### src/dcc_pkg.sv
package dcc_pkg;

    // ----------------------------------------------------------------
    // Register map (index; byte address is four times the index)
    // ----------------------------------------------------------------
    localparam int ADDR_W = 8;
    localparam logic [5:0] IDX_IRQ_ALLOW = 6'h08;
    localparam logic [5:0] IDX_PENDING = 6'h09;
    localparam logic [5:0] IDX_CTRL = 6'h12;
    localparam logic [5:0] IDX_LEVELS = 6'h13;
    localparam logic [5:0] IDX_STATUS = 6'h14;
    localparam logic [5:0] IDX_CLEAR = 6'h16;

    localparam logic [7:0] ADDR_IRQ_ALLOW = {IDX_IRQ_ALLOW, 2'b00};
    localparam logic [7:0] ADDR_PENDING = {IDX_PENDING, 2'b00};
    localparam logic [7:0] ADDR_CTRL = {IDX_CTRL, 2'b00};
    localparam logic [7:0] ADDR_LEVELS = {IDX_LEVELS, 2'b00};
    localparam logic [7:0] ADDR_STATUS = {IDX_STATUS, 2'b00};
    localparam logic [7:0] ADDR_CLEAR = {IDX_CLEAR, 2'b00};

    // ----------------------------------------------------------------
    // Field positions
    // ----------------------------------------------------------------
    localparam int PEND_LSB = 6;
    localparam int PEND_MSB = 7;
    localparam int STATUS_LSB = 0;
    localparam int STATUS_MSB = 1;

    // ----------------------------------------------------------------
    // Reset values
    // ----------------------------------------------------------------
    localparam logic [7:0] CTRL_RST = 8'h00;
    localparam logic [7:0] LEVELS_RST = 8'h00;
    localparam logic [1:0] PEND_RST = 2'h0;
    localparam logic [1:0] ALLOW_RST = 2'h0;

    // ----------------------------------------------------------------
    // Bus answers
    // ----------------------------------------------------------------
    localparam logic [1:0] RESP_OKAY = 2'h0;
    localparam logic [1:0] RESP_DECERR = 2'h3;

    // ----------------------------------------------------------------
    // Carriers
    // ----------------------------------------------------------------
    typedef struct packed {
        logic irq_edge_select;
        logic internal_ref_enable;
        logic [1:0] on;
        logic [1:0] pin_drive;
        logic [1:0] ref_source;
    } dcc_ctrl_t;

    typedef struct packed {
        logic [3:0] cmp1_ref_level;
        logic [3:0] cmp0_ref_level;
    } dcc_levels_t;

endpackage // dcc_pkg

### src/dcc_top.sv
// Summary of operation
// - Shared edge bit picks rising or falling event
// - Bit six enables internal reference generator
// - Per-comparator enable bits turn comparators on
// - Drive bits put comparator result on pins
// - Source bit: one external, zero internal reference
// - Four-bit level code per comparator, fraction (n+2)/24
// - Status register returns synced outputs, read-only
// - Chosen output edge sets that comparator's pending flag
// - Writing zero clears pending flag, one keeps
// - Interrupt forwarded only while its allow bit set
module dcc_top (
    // Clock and reset
    input wire logic i_mclk,
    input wire logic i_rst_n,
    // AXI4-Lite write address
    input wire logic i_s_axi_awvalid,
    output logic o_s_axi_awready,
    input wire logic [dcc_pkg::ADDR_W-1:0] i_s_axi_awaddr,
    // AXI4-Lite write data
    input wire logic i_s_axi_wvalid,
    output logic o_s_axi_wready,
    input wire logic [31:0] i_s_axi_wdata,
    input wire logic [3:0] i_s_axi_wstrb,
    // AXI4-Lite write response
    output logic o_s_axi_bvalid,
    input wire logic i_s_axi_bready,
    output logic [1:0] o_s_axi_bresp,
    // AXI4-Lite read address
    input wire logic i_s_axi_arvalid,
    output logic o_s_axi_arready,
    input wire logic [dcc_pkg::ADDR_W-1:0] i_s_axi_araddr,
    // AXI4-Lite read data
    output logic o_s_axi_rvalid,
    input wire logic i_s_axi_rready,
    output logic [31:0] o_s_axi_rdata,
    output logic [1:0] o_s_axi_rresp,
    // Analog comparator cores
    input wire logic [1:0] i_cmp_raw_output,
    output logic [1:0] o_cmp_on,
    output logic [1:0] o_cmp_ref_source,
    output logic o_internal_ref_enable,
    output logic [3:0] o_cmp1_ref_level,
    output logic [3:0] o_cmp0_ref_level,
    // Comparator output pins
    output logic [1:0] o_cmp_pin,
    output logic [1:0] o_cmp_pin_oe,
    // Interrupt
    output logic o_irq
);

    // ----------------------------------------------------------------
    // Registers
    // ----------------------------------------------------------------
    dcc_pkg::dcc_ctrl_t ctrl;
    dcc_pkg::dcc_levels_t levels;
    logic [1:0] pending;
    logic [1:0] irq_allow;
    logic [1:0] sync_a;
    logic [1:0] cmp_result;
    logic [1:0] result_prev;
    logic [1:0] pin_q;
    logic [1:0] pin_oe_q;

    // ----------------------------------------------------------------
    // Write channel holding
    // ----------------------------------------------------------------
    logic aw_held;
    logic w_held;
    logic [dcc_pkg::ADDR_W-1:0] aw_addr;
    logic [7:0] w_byte;
    logic w_lane0;
    logic bvalid;
    logic [1:0] bresp;
    logic rvalid;
    logic [31:0] rdata;
    logic [1:0] rresp;

    wire aw_hs = i_s_axi_awvalid && !aw_held;
    wire w_hs = i_s_axi_wvalid && !w_held;
    // The response slot must be free, so one write is never lost to a stalled bready
    wire do_write = aw_held && w_held && !bvalid;
    wire wr_lane = do_write && w_lane0;
    wire wr_ctrl = wr_lane && aw_addr == dcc_pkg::ADDR_CTRL;
    wire wr_levels = wr_lane && aw_addr == dcc_pkg::ADDR_LEVELS;
    wire wr_pending = wr_lane && aw_addr == dcc_pkg::ADDR_PENDING;
    wire wr_allow = wr_lane && aw_addr == dcc_pkg::ADDR_IRQ_ALLOW;
    wire wr_clear = wr_lane && aw_addr == dcc_pkg::ADDR_CLEAR;
    wire aw_mapped = aw_addr == dcc_pkg::ADDR_CTRL || aw_addr == dcc_pkg::ADDR_LEVELS
        || aw_addr == dcc_pkg::ADDR_PENDING || aw_addr == dcc_pkg::ADDR_IRQ_ALLOW
        || aw_addr == dcc_pkg::ADDR_CLEAR || aw_addr == dcc_pkg::ADDR_STATUS;

    assign o_s_axi_awready = !aw_held;
    assign o_s_axi_wready = !w_held;
    assign o_s_axi_bvalid = bvalid;
    assign o_s_axi_bresp = bresp;

    always_ff @(posedge i_mclk) begin
        if (!i_rst_n) begin
            aw_held <= 1'b0;
            aw_addr <= '0;
        end else if (aw_hs) begin
            aw_held <= 1'b1;
            aw_addr <= i_s_axi_awaddr;
        end else if (do_write) begin
            aw_held <= 1'b0;
        end
    end

    always_ff @(posedge i_mclk) begin
        if (!i_rst_n) begin
            w_held <= 1'b0;
            w_byte <= 8'h00;
            w_lane0 <= 1'b0;
        end else if (w_hs) begin
            w_held <= 1'b1;
            w_byte <= i_s_axi_wdata[7:0];
            w_lane0 <= i_s_axi_wstrb[0];
        end else if (do_write) begin
            w_held <= 1'b0;
        end
    end

    always_ff @(posedge i_mclk) begin
        if (!i_rst_n) begin
            bvalid <= 1'b0;
            bresp <= dcc_pkg::RESP_OKAY;
        end else if (do_write) begin
            bvalid <= 1'b1;
            bresp <= aw_mapped ? dcc_pkg::RESP_OKAY : dcc_pkg::RESP_DECERR;
        end else if (i_s_axi_bready) begin
            bvalid <= 1'b0;
        end
    end

    // ----------------------------------------------------------------
    // Read channel
    // ----------------------------------------------------------------
    wire ar_hs = i_s_axi_arvalid && !rvalid;
    wire rd_ctrl = i_s_axi_araddr == dcc_pkg::ADDR_CTRL;
    wire rd_levels = i_s_axi_araddr == dcc_pkg::ADDR_LEVELS;
    wire rd_status = i_s_axi_araddr == dcc_pkg::ADDR_STATUS;
    wire rd_pending = i_s_axi_araddr == dcc_pkg::ADDR_PENDING;
    wire rd_allow = i_s_axi_araddr == dcc_pkg::ADDR_IRQ_ALLOW;
    wire rd_clear = i_s_axi_araddr == dcc_pkg::ADDR_CLEAR;
    wire rd_mapped = rd_ctrl || rd_levels || rd_status || rd_pending || rd_allow || rd_clear;
    // status readback, read-only
    // The clear register is write-only and reads as zero
    wire [7:0] rd_byte = rd_ctrl ? ctrl
        : rd_levels ? levels
        : rd_status ? {6'h00, cmp_result}
        : rd_pending ? {pending, 6'h00}
        : rd_allow ? {irq_allow, 6'h00}
        : 8'h00;

    assign o_s_axi_arready = !rvalid;
    assign o_s_axi_rvalid = rvalid;
    assign o_s_axi_rdata = rdata;
    assign o_s_axi_rresp = rresp;

    always_ff @(posedge i_mclk) begin
        if (!i_rst_n) begin
            rvalid <= 1'b0;
            rdata <= 32'h0000_0000;
            rresp <= dcc_pkg::RESP_OKAY;
        end else if (ar_hs) begin
            rvalid <= 1'b1;
            rdata <= {24'h00_0000, rd_byte};
            rresp <= rd_mapped ? dcc_pkg::RESP_OKAY : dcc_pkg::RESP_DECERR;
        end else if (i_s_axi_rready) begin
            rvalid <= 1'b0;
        end
    end

    // ----------------------------------------------------------------
    // Control registers
    // ----------------------------------------------------------------
    // control fields stored
    always_ff @(posedge i_mclk) begin
        if (!i_rst_n) begin
            ctrl <= dcc_pkg::CTRL_RST;
        end else if (wr_ctrl) begin
            ctrl <= w_byte;
        end
    end

    always_ff @(posedge i_mclk) begin
        if (!i_rst_n) begin
            levels <= dcc_pkg::LEVELS_RST;
        end else if (wr_levels) begin
            levels <= w_byte;
        end
    end

    assign o_internal_ref_enable = ctrl.internal_ref_enable;
    assign o_cmp_on = ctrl.on;
    assign o_cmp_ref_source = ctrl.ref_source;
    assign o_cmp1_ref_level = levels.cmp1_ref_level;
    assign o_cmp0_ref_level = levels.cmp0_ref_level;

    // ----------------------------------------------------------------
    // Synchroniser and edge detect
    // ----------------------------------------------------------------
    // two flops before any reader
    always_ff @(posedge i_mclk) begin
        if (!i_rst_n) begin
            sync_a <= 2'h0;
            cmp_result <= 2'h0;
            result_prev <= 2'h0;
        end else begin
            sync_a <= i_cmp_raw_output;
            cmp_result <= sync_a;
            result_prev <= cmp_result;
        end
    end

    wire [1:0] rise = cmp_result & ~result_prev;
    wire [1:0] fall = ~cmp_result & result_prev;
    wire [1:0] cmp_event = ctrl.irq_edge_select ? rise : fall;

    // pins driven only while enabled; low when withheld
    always_ff @(posedge i_mclk) begin
        if (!i_rst_n) begin
            pin_q <= 2'h0;
            pin_oe_q <= 2'h0;
        end else begin
            pin_q <= cmp_result & ctrl.pin_drive;
            pin_oe_q <= ctrl.pin_drive;
        end
    end

    assign o_cmp_pin = pin_q;
    assign o_cmp_pin_oe = pin_oe_q;

    // ----------------------------------------------------------------
    // Interrupt flags
    // ----------------------------------------------------------------
    // write zero clears; clear register write one clears
    wire [1:0] clr_by_pend = wr_pending ? ~w_byte[dcc_pkg::PEND_MSB:dcc_pkg::PEND_LSB] : 2'h0;
    wire [1:0] clr_by_clear = wr_clear ? w_byte[dcc_pkg::PEND_MSB:dcc_pkg::PEND_LSB] : 2'h0;
    // a fresh event beats a clear in the same cycle
    wire [1:0] next_pending = cmp_event | (pending & ~(clr_by_pend | clr_by_clear));

    always_ff @(posedge i_mclk) begin
        if (!i_rst_n) begin
            pending <= dcc_pkg::PEND_RST;
        end else begin
            pending <= next_pending;
        end
    end

    always_ff @(posedge i_mclk) begin
        if (!i_rst_n) begin
            irq_allow <= dcc_pkg::ALLOW_RST;
        end else if (wr_allow) begin
            irq_allow <= w_byte[dcc_pkg::PEND_MSB:dcc_pkg::PEND_LSB];
        end
    end

    assign o_irq = |(pending & irq_allow);
endmodule // dcc_top

### config.mk
export PLATFORM = sky130hd
export DESIGN_NAME = dcc_top
export DESIGN_NICKNAME = d
export VERILOG_FILES = /design/src/dcc_pkg.sv /design/src/dcc_top.sv
export SDC_FILE = /design/constraint.sdc
export NUM_CORES = 1
export LEC_CHECK = 0
export BUFFER_PORTS_ARGS = -buffer_cell sky130_fd_sc_hd__buf_2
export CAP_MARGIN = 20
export CORE_MARGIN = 8
export CORE_UTILIZATION = 30
export DETAILED_ROUTE_END_ITERATION = 7
export SLEW_MARGIN = 20
export SYNTH_ARGS = -nofsm -noshare
export SYNTH_HDL_FRONTEND = slang
export SYNTH_SLANG_ARGS = --single-unit
### constraint.sdc
create_clock -name i_mclk -period 4.1 [get_ports i_mclk]
set_input_delay 0.205 -clock i_mclk [delete_from_list [all_inputs] [get_ports i_mclk]]
set_output_delay 0.205 -clock i_mclk [all_outputs]
set_load 0.02 [all_outputs]
==> flow_results.xml <==
<?xml version="1.0" encoding="UTF-8"?>
<metrics>
  <group name="critical_path">
    <metric name="critical_path_required" unit="ns">4.30</metric>
    <metric name="worst_ep_arrival_time" unit="ns">2.16</metric>
    <metric name="crit_path_end_kind" unit="">flip-flop</metric>
    <metric name="maximum_fanout_along_the_worst_path" unit="">8</metric>
    <metric name="setup.worst_path.class" unit="">reg2reg</metric>
    <metric name="critical_path.startpoint_type" unit="">flip-flop</metric>
  </group>
  <group name="drt">
    <metric name="detail_route.wirelength" unit="microns">6670</metric>
    <metric name="remaining_drc_errors" unit="">0</metric>
    <metric name="vias_per_cell" unit="">4.58</metric>
    <metric name="via_count" unit="">2202</metric>
    <metric name="detailedRoute.firstPassIterationCount" unit="">4</metric>
    <metric name="post_drt_wl_per_cell" unit="microns">13.9</metric>
    <metric name="initial_drc_count" unit="">105</metric>
    <metric name="ant_nets" unit="">0</metric>
  </group>
  <group name="timing">
    <metric name="slew_violations" unit="">0</metric>
    <metric name="fin_skew" unit="ns">0.0109</metric>
    <metric name="grt_setup_unrepaired" unit="">no</metric>
    <metric name="max_freq" unit="MHz">509</metric>
    <metric name="setup_viol" unit="">0</metric>
    <metric name="worstMarginPinSlew" unit="ns">0.641</metric>
    <metric name="setup-tns-final" unit="ns">0</metric>
    <metric name="finalCriticalPeriod" unit="ns">1.97</metric>
    <metric name="final_hold_viol_count" unit="">0</metric>
    <metric name="max_slew_margin" unit="%">57.3</metric>
    <metric name="layout_worst_path_cycle_share" unit="%">47.9</metric>
  </group>
  <group name="status">
    <metric name="status" unit="">completed</metric>
  </group>
  <group name="logic_synthesis">
    <metric name="synth_xor_xnor_area_share" unit="%">0</metric>
    <metric name="synth.ff_latch_count" unit="">61</metric>
    <metric name="synth_largest_area_cell" unit="">sky130_fd_sc_hd__dfxtp_1</metric>
    <metric name="synth_top_family_by_area" unit="">simple AND/OR/NAND/NOR gates</metric>
    <metric name="synth_top_cell_area_share" unit="%">43.6</metric>
    <metric name="ys_seq_area_share" unit="%">43.6</metric>
    <metric name="synth.mux.area_fraction" unit="%">9.20</metric>
    <metric name="synth_area_per_cell" unit="sq um">9.09</metric>
    <metric name="yosys.area_share.simple" unit="%">22.7</metric>
    <metric name="synth_top_cells_by_area" unit="">sky130_fd_sc_hd__dfxtp_1 (44%), sky130_fd_sc_hd__buf_4 (8.6%), sky130_fd_sc_hd__mux2i_1 (6.8%)</metric>
    <metric name="synthesis.instances" unit="">308</metric>
    <metric name="synth.cell_area" unit="sq mm">0.00280</metric>
    <metric name="ys.warnings.count" unit="">0</metric>
    <metric name="synth_compound_gate_area_share" unit="%">12.0</metric>
    <metric name="synth.lib_cells_used.distinct" unit="">41</metric>
    <metric name="synthAdderAreaFrac" unit="%">0</metric>
  </group>
  <group name="power">
    <metric name="power.total" unit="mW">1.35</metric>
    <metric name="total_leakage_power" unit="nW">1.47</metric>
    <metric name="power_per_cell_area" unit="mW/mm^2">415</metric>
    <metric name="vdd_drop_max" unit="uV">135</metric>
  </group>
  <group name="clock_network">
    <metric name="cts.sink_count" unit="">61</metric>
    <metric name="clock_insertion_delay_worst_skew" unit="ns">0.33</metric>
    <metric name="cts.repair_timing.setup_buffer_count" unit="">0</metric>
    <metric name="htree_num_levels" unit="">3</metric>
    <metric name="cts_tree" unit="">built</metric>
    <metric name="clkSlewWorstSetupHoldPaths" unit="ns">0.07</metric>
    <metric name="cts_resized" unit="">0</metric>
    <metric name="tritoncts_buffer_count" unit="">9</metric>
    <metric name="ctsRootBufferMaster" unit="">sky130_fd_sc_hd__clkbuf_8</metric>
    <metric name="cts-hold-fix-buffers" unit="">0</metric>
    <metric name="cts_buffer_depth" unit="">2</metric>
  </group>
  <group name="layout">
    <metric name="antenna_cells" unit="">0</metric>
    <metric name="fillCellCount" unit="">960</metric>
    <metric name="layout-drive-gt1-share" unit="%">24.9</metric>
    <metric name="final_nets" unit="">426</metric>
    <metric name="multi_input_comb_area" unit="sq mm">0.00132</metric>
    <metric name="layout-area-overhead-vs-synth" unit="%">16.6</metric>
    <metric name="layout.cells.most_common_list" unit="">sky130_fd_sc_hd__buf_2 (67), sky130_fd_sc_hd__dfxtp_1 (61), sky130_fd_sc_hd__nand2_1 (46), sky130_fd_sc_hd__conb_1 (24)</metric>
    <metric name="seqCellArea" unit="sq mm">0.00122</metric>
    <metric name="final_common_cell" unit="">sky130_fd_sc_hd__buf_2</metric>
  </group>
  <group name="global_routing">
    <metric name="overflow" unit="">0</metric>
    <metric name="grt_use_met3" unit="%">3.76</metric>
    <metric name="grt_start_max_net_pins" unit="">73</metric>
    <metric name="grt_pass1_wl" unit="microns">11300</metric>
    <metric name="first_global_vias" unit="">2247</metric>
    <metric name="initial_antenna_violation_count" unit="">0</metric>
    <metric name="gr-usage-all-layers" unit="%">11.0</metric>
    <metric name="top_usage_layer" unit="">met2</metric>
    <metric name="globalRouteMet1Util" unit="%">13.3</metric>
    <metric name="grt_util_met2" unit="%">17.1</metric>
  </group>
  <group name="die">
    <metric name="initial_core_util" unit="%">30.6</metric>
    <metric name="design.portCount" unit="">120</metric>
    <metric name="die_width" unit="microns">113</metric>
    <metric name="die_y_extent" unit="microns">113</metric>
    <metric name="fp-row-count" unit="">35</metric>
    <metric name="dieArea" unit="sq mm">0.0127</metric>
    <metric name="floorplan.core_area" unit="sq mm">0.00915</metric>
  </group>
  <group name="placement">
    <metric name="io_buffer_count" unit="">68</metric>
    <metric name="detailedPlacementHpwl" unit="microns">4960</metric>
    <metric name="globalplace.congestion" unit="">0.777</metric>
  </group>
  <group name="run">
    <metric name="max-cap-violations" unit="">0</metric>
  </group>
  <group name="min_path">
    <metric name="hold_path.class" unit="">in2reg</metric>
  </group>
</metrics>
==> layer usage <==
layer  share of wire, %  vias up
li1                   -     1117
met1                 48     1008
met2                 44       67
met3                6.8       10
met4                1.2        0
met5                  0        -
==> stage by stage <==
step | utilization [%] | area [sq um] | instances | hold slack (ns) | setup WS (ns)
floorplan | - | 2890 | 331 | 0.332 | 2.44
global route | 35.7 | 3270 | 481 | 0.0812 | 2.00
global placement | 33.2 | 3040 | 465 | 0.418 | 2.17
CTS | 35.7 | 3260 | 481 | 0.0636 | 2.12
finish | 35.7 | 3270 | 481 | 0.0831 | 2.13
detailed placement | 33.2 | 3040 | 465 | 0.417 | 2.13
==> where the power goes <==
| group | total, mW | internal (mW) | switching, mW |
|---|---|---|---|
| combinational | 0.121 | 0.0429 | 0.0776 |
| clock | 0.609 | 0.374 | 0.235 |
| sequential | 0.624 | 0.610 | 0.0143 |
==> layout make-up <==
| type | count | area share [%] |
|---|---|---|
| timing repair buffer | 68 | 10.5 |
| multi-input combinational | 220 | 40.4 |
| sequential | 61 | 37.4 |
| clock inverter | 4 | 2.15 |
| inverter | 5 | 0.575 |
| tap | 111 | 4.25 |
| clock buffer | 12 | 4.75 |
==> cell usage after synthesis (all sizes together) <==
library cell   n
a21boi        15
a21oi          4
a22o           2
a22oi          2
a31oi          2
a32oi          2
and2           8
and2b          2
and3           4
and3b          2
and4           1
buf           36
clkbuf         8
conb           1
dfxtp         61
dlymetal6s2s   1
inv            5
mux2           6
mux2i         19
nand2         46
nand2b         2
nand3         17
nand3b         2
nand4          1
nand4b         1
nor2           9
nor2b         12
nor3           2
nor3b          6
nor4           1
nor4b          1
o211a          1
o21a           1
o21ai         21
o311ai         2
or4b           2
==> flip-flops by register name, summed over array words and instances (netlist names), 2 cells and up <==
register,cells
o_cmp_on,2
cmp_result,2
pending,2
w_byte,8
irq_allow,2
o_cmp_ref_source,2
o_cmp1_ref_level,4
o_cmp0_ref_level,4
sync_a,2
o_cmp_pin,2
o_cmp_pin_oe,2
o_s_axi_rdata,8
aw_addr,8
ctrl,3
result_prev,2
==> kinds of logic after synthesis <==
family,count (synthesis)
AND/OR/NAND/NOR,119
flip-flops,61
AO/OA/AOI/OAI,52
buffers and inverters,50
multiplexers,25
other,1
==> worst paths after layout <==
kind | startpoint | end | slack (ns) | depth (start not counted)
max | aw_held$_SDFFE_PN0P_ | o_cmp1_ref_level[1]$_SDFFE_PN0P_ | 2.13 | 4
min | i_cmp_raw_output[0] | sync_a[0]$_SDFF_PN0_ | 0.08 | 2
max reg2reg | aw_held$_SDFFE_PN0P_ | o_cmp1_ref_level[1]$_SDFFE_PN0P_ | 2.13 | 4
min reg2reg | sync_a[1]$_SDFF_PN0_ | cmp_result[1]$_SDFF_PN0_ | 0.44 | 1
==> critical path, stage by stage (launching register included) <==
cell and delay (ns):
sky130_fd_sc_hd__dfxtp_1 0.36, sky130_fd_sc_hd__and3b_1 0.33, sky130_fd_sc_hd__nand3b_1 0.17, sky130_fd_sc_hd__or4b_1 0.76
sky130_fd_sc_hd__mux2i_1 0.21
Note: power is estimated with default switching activity, not from simulation.
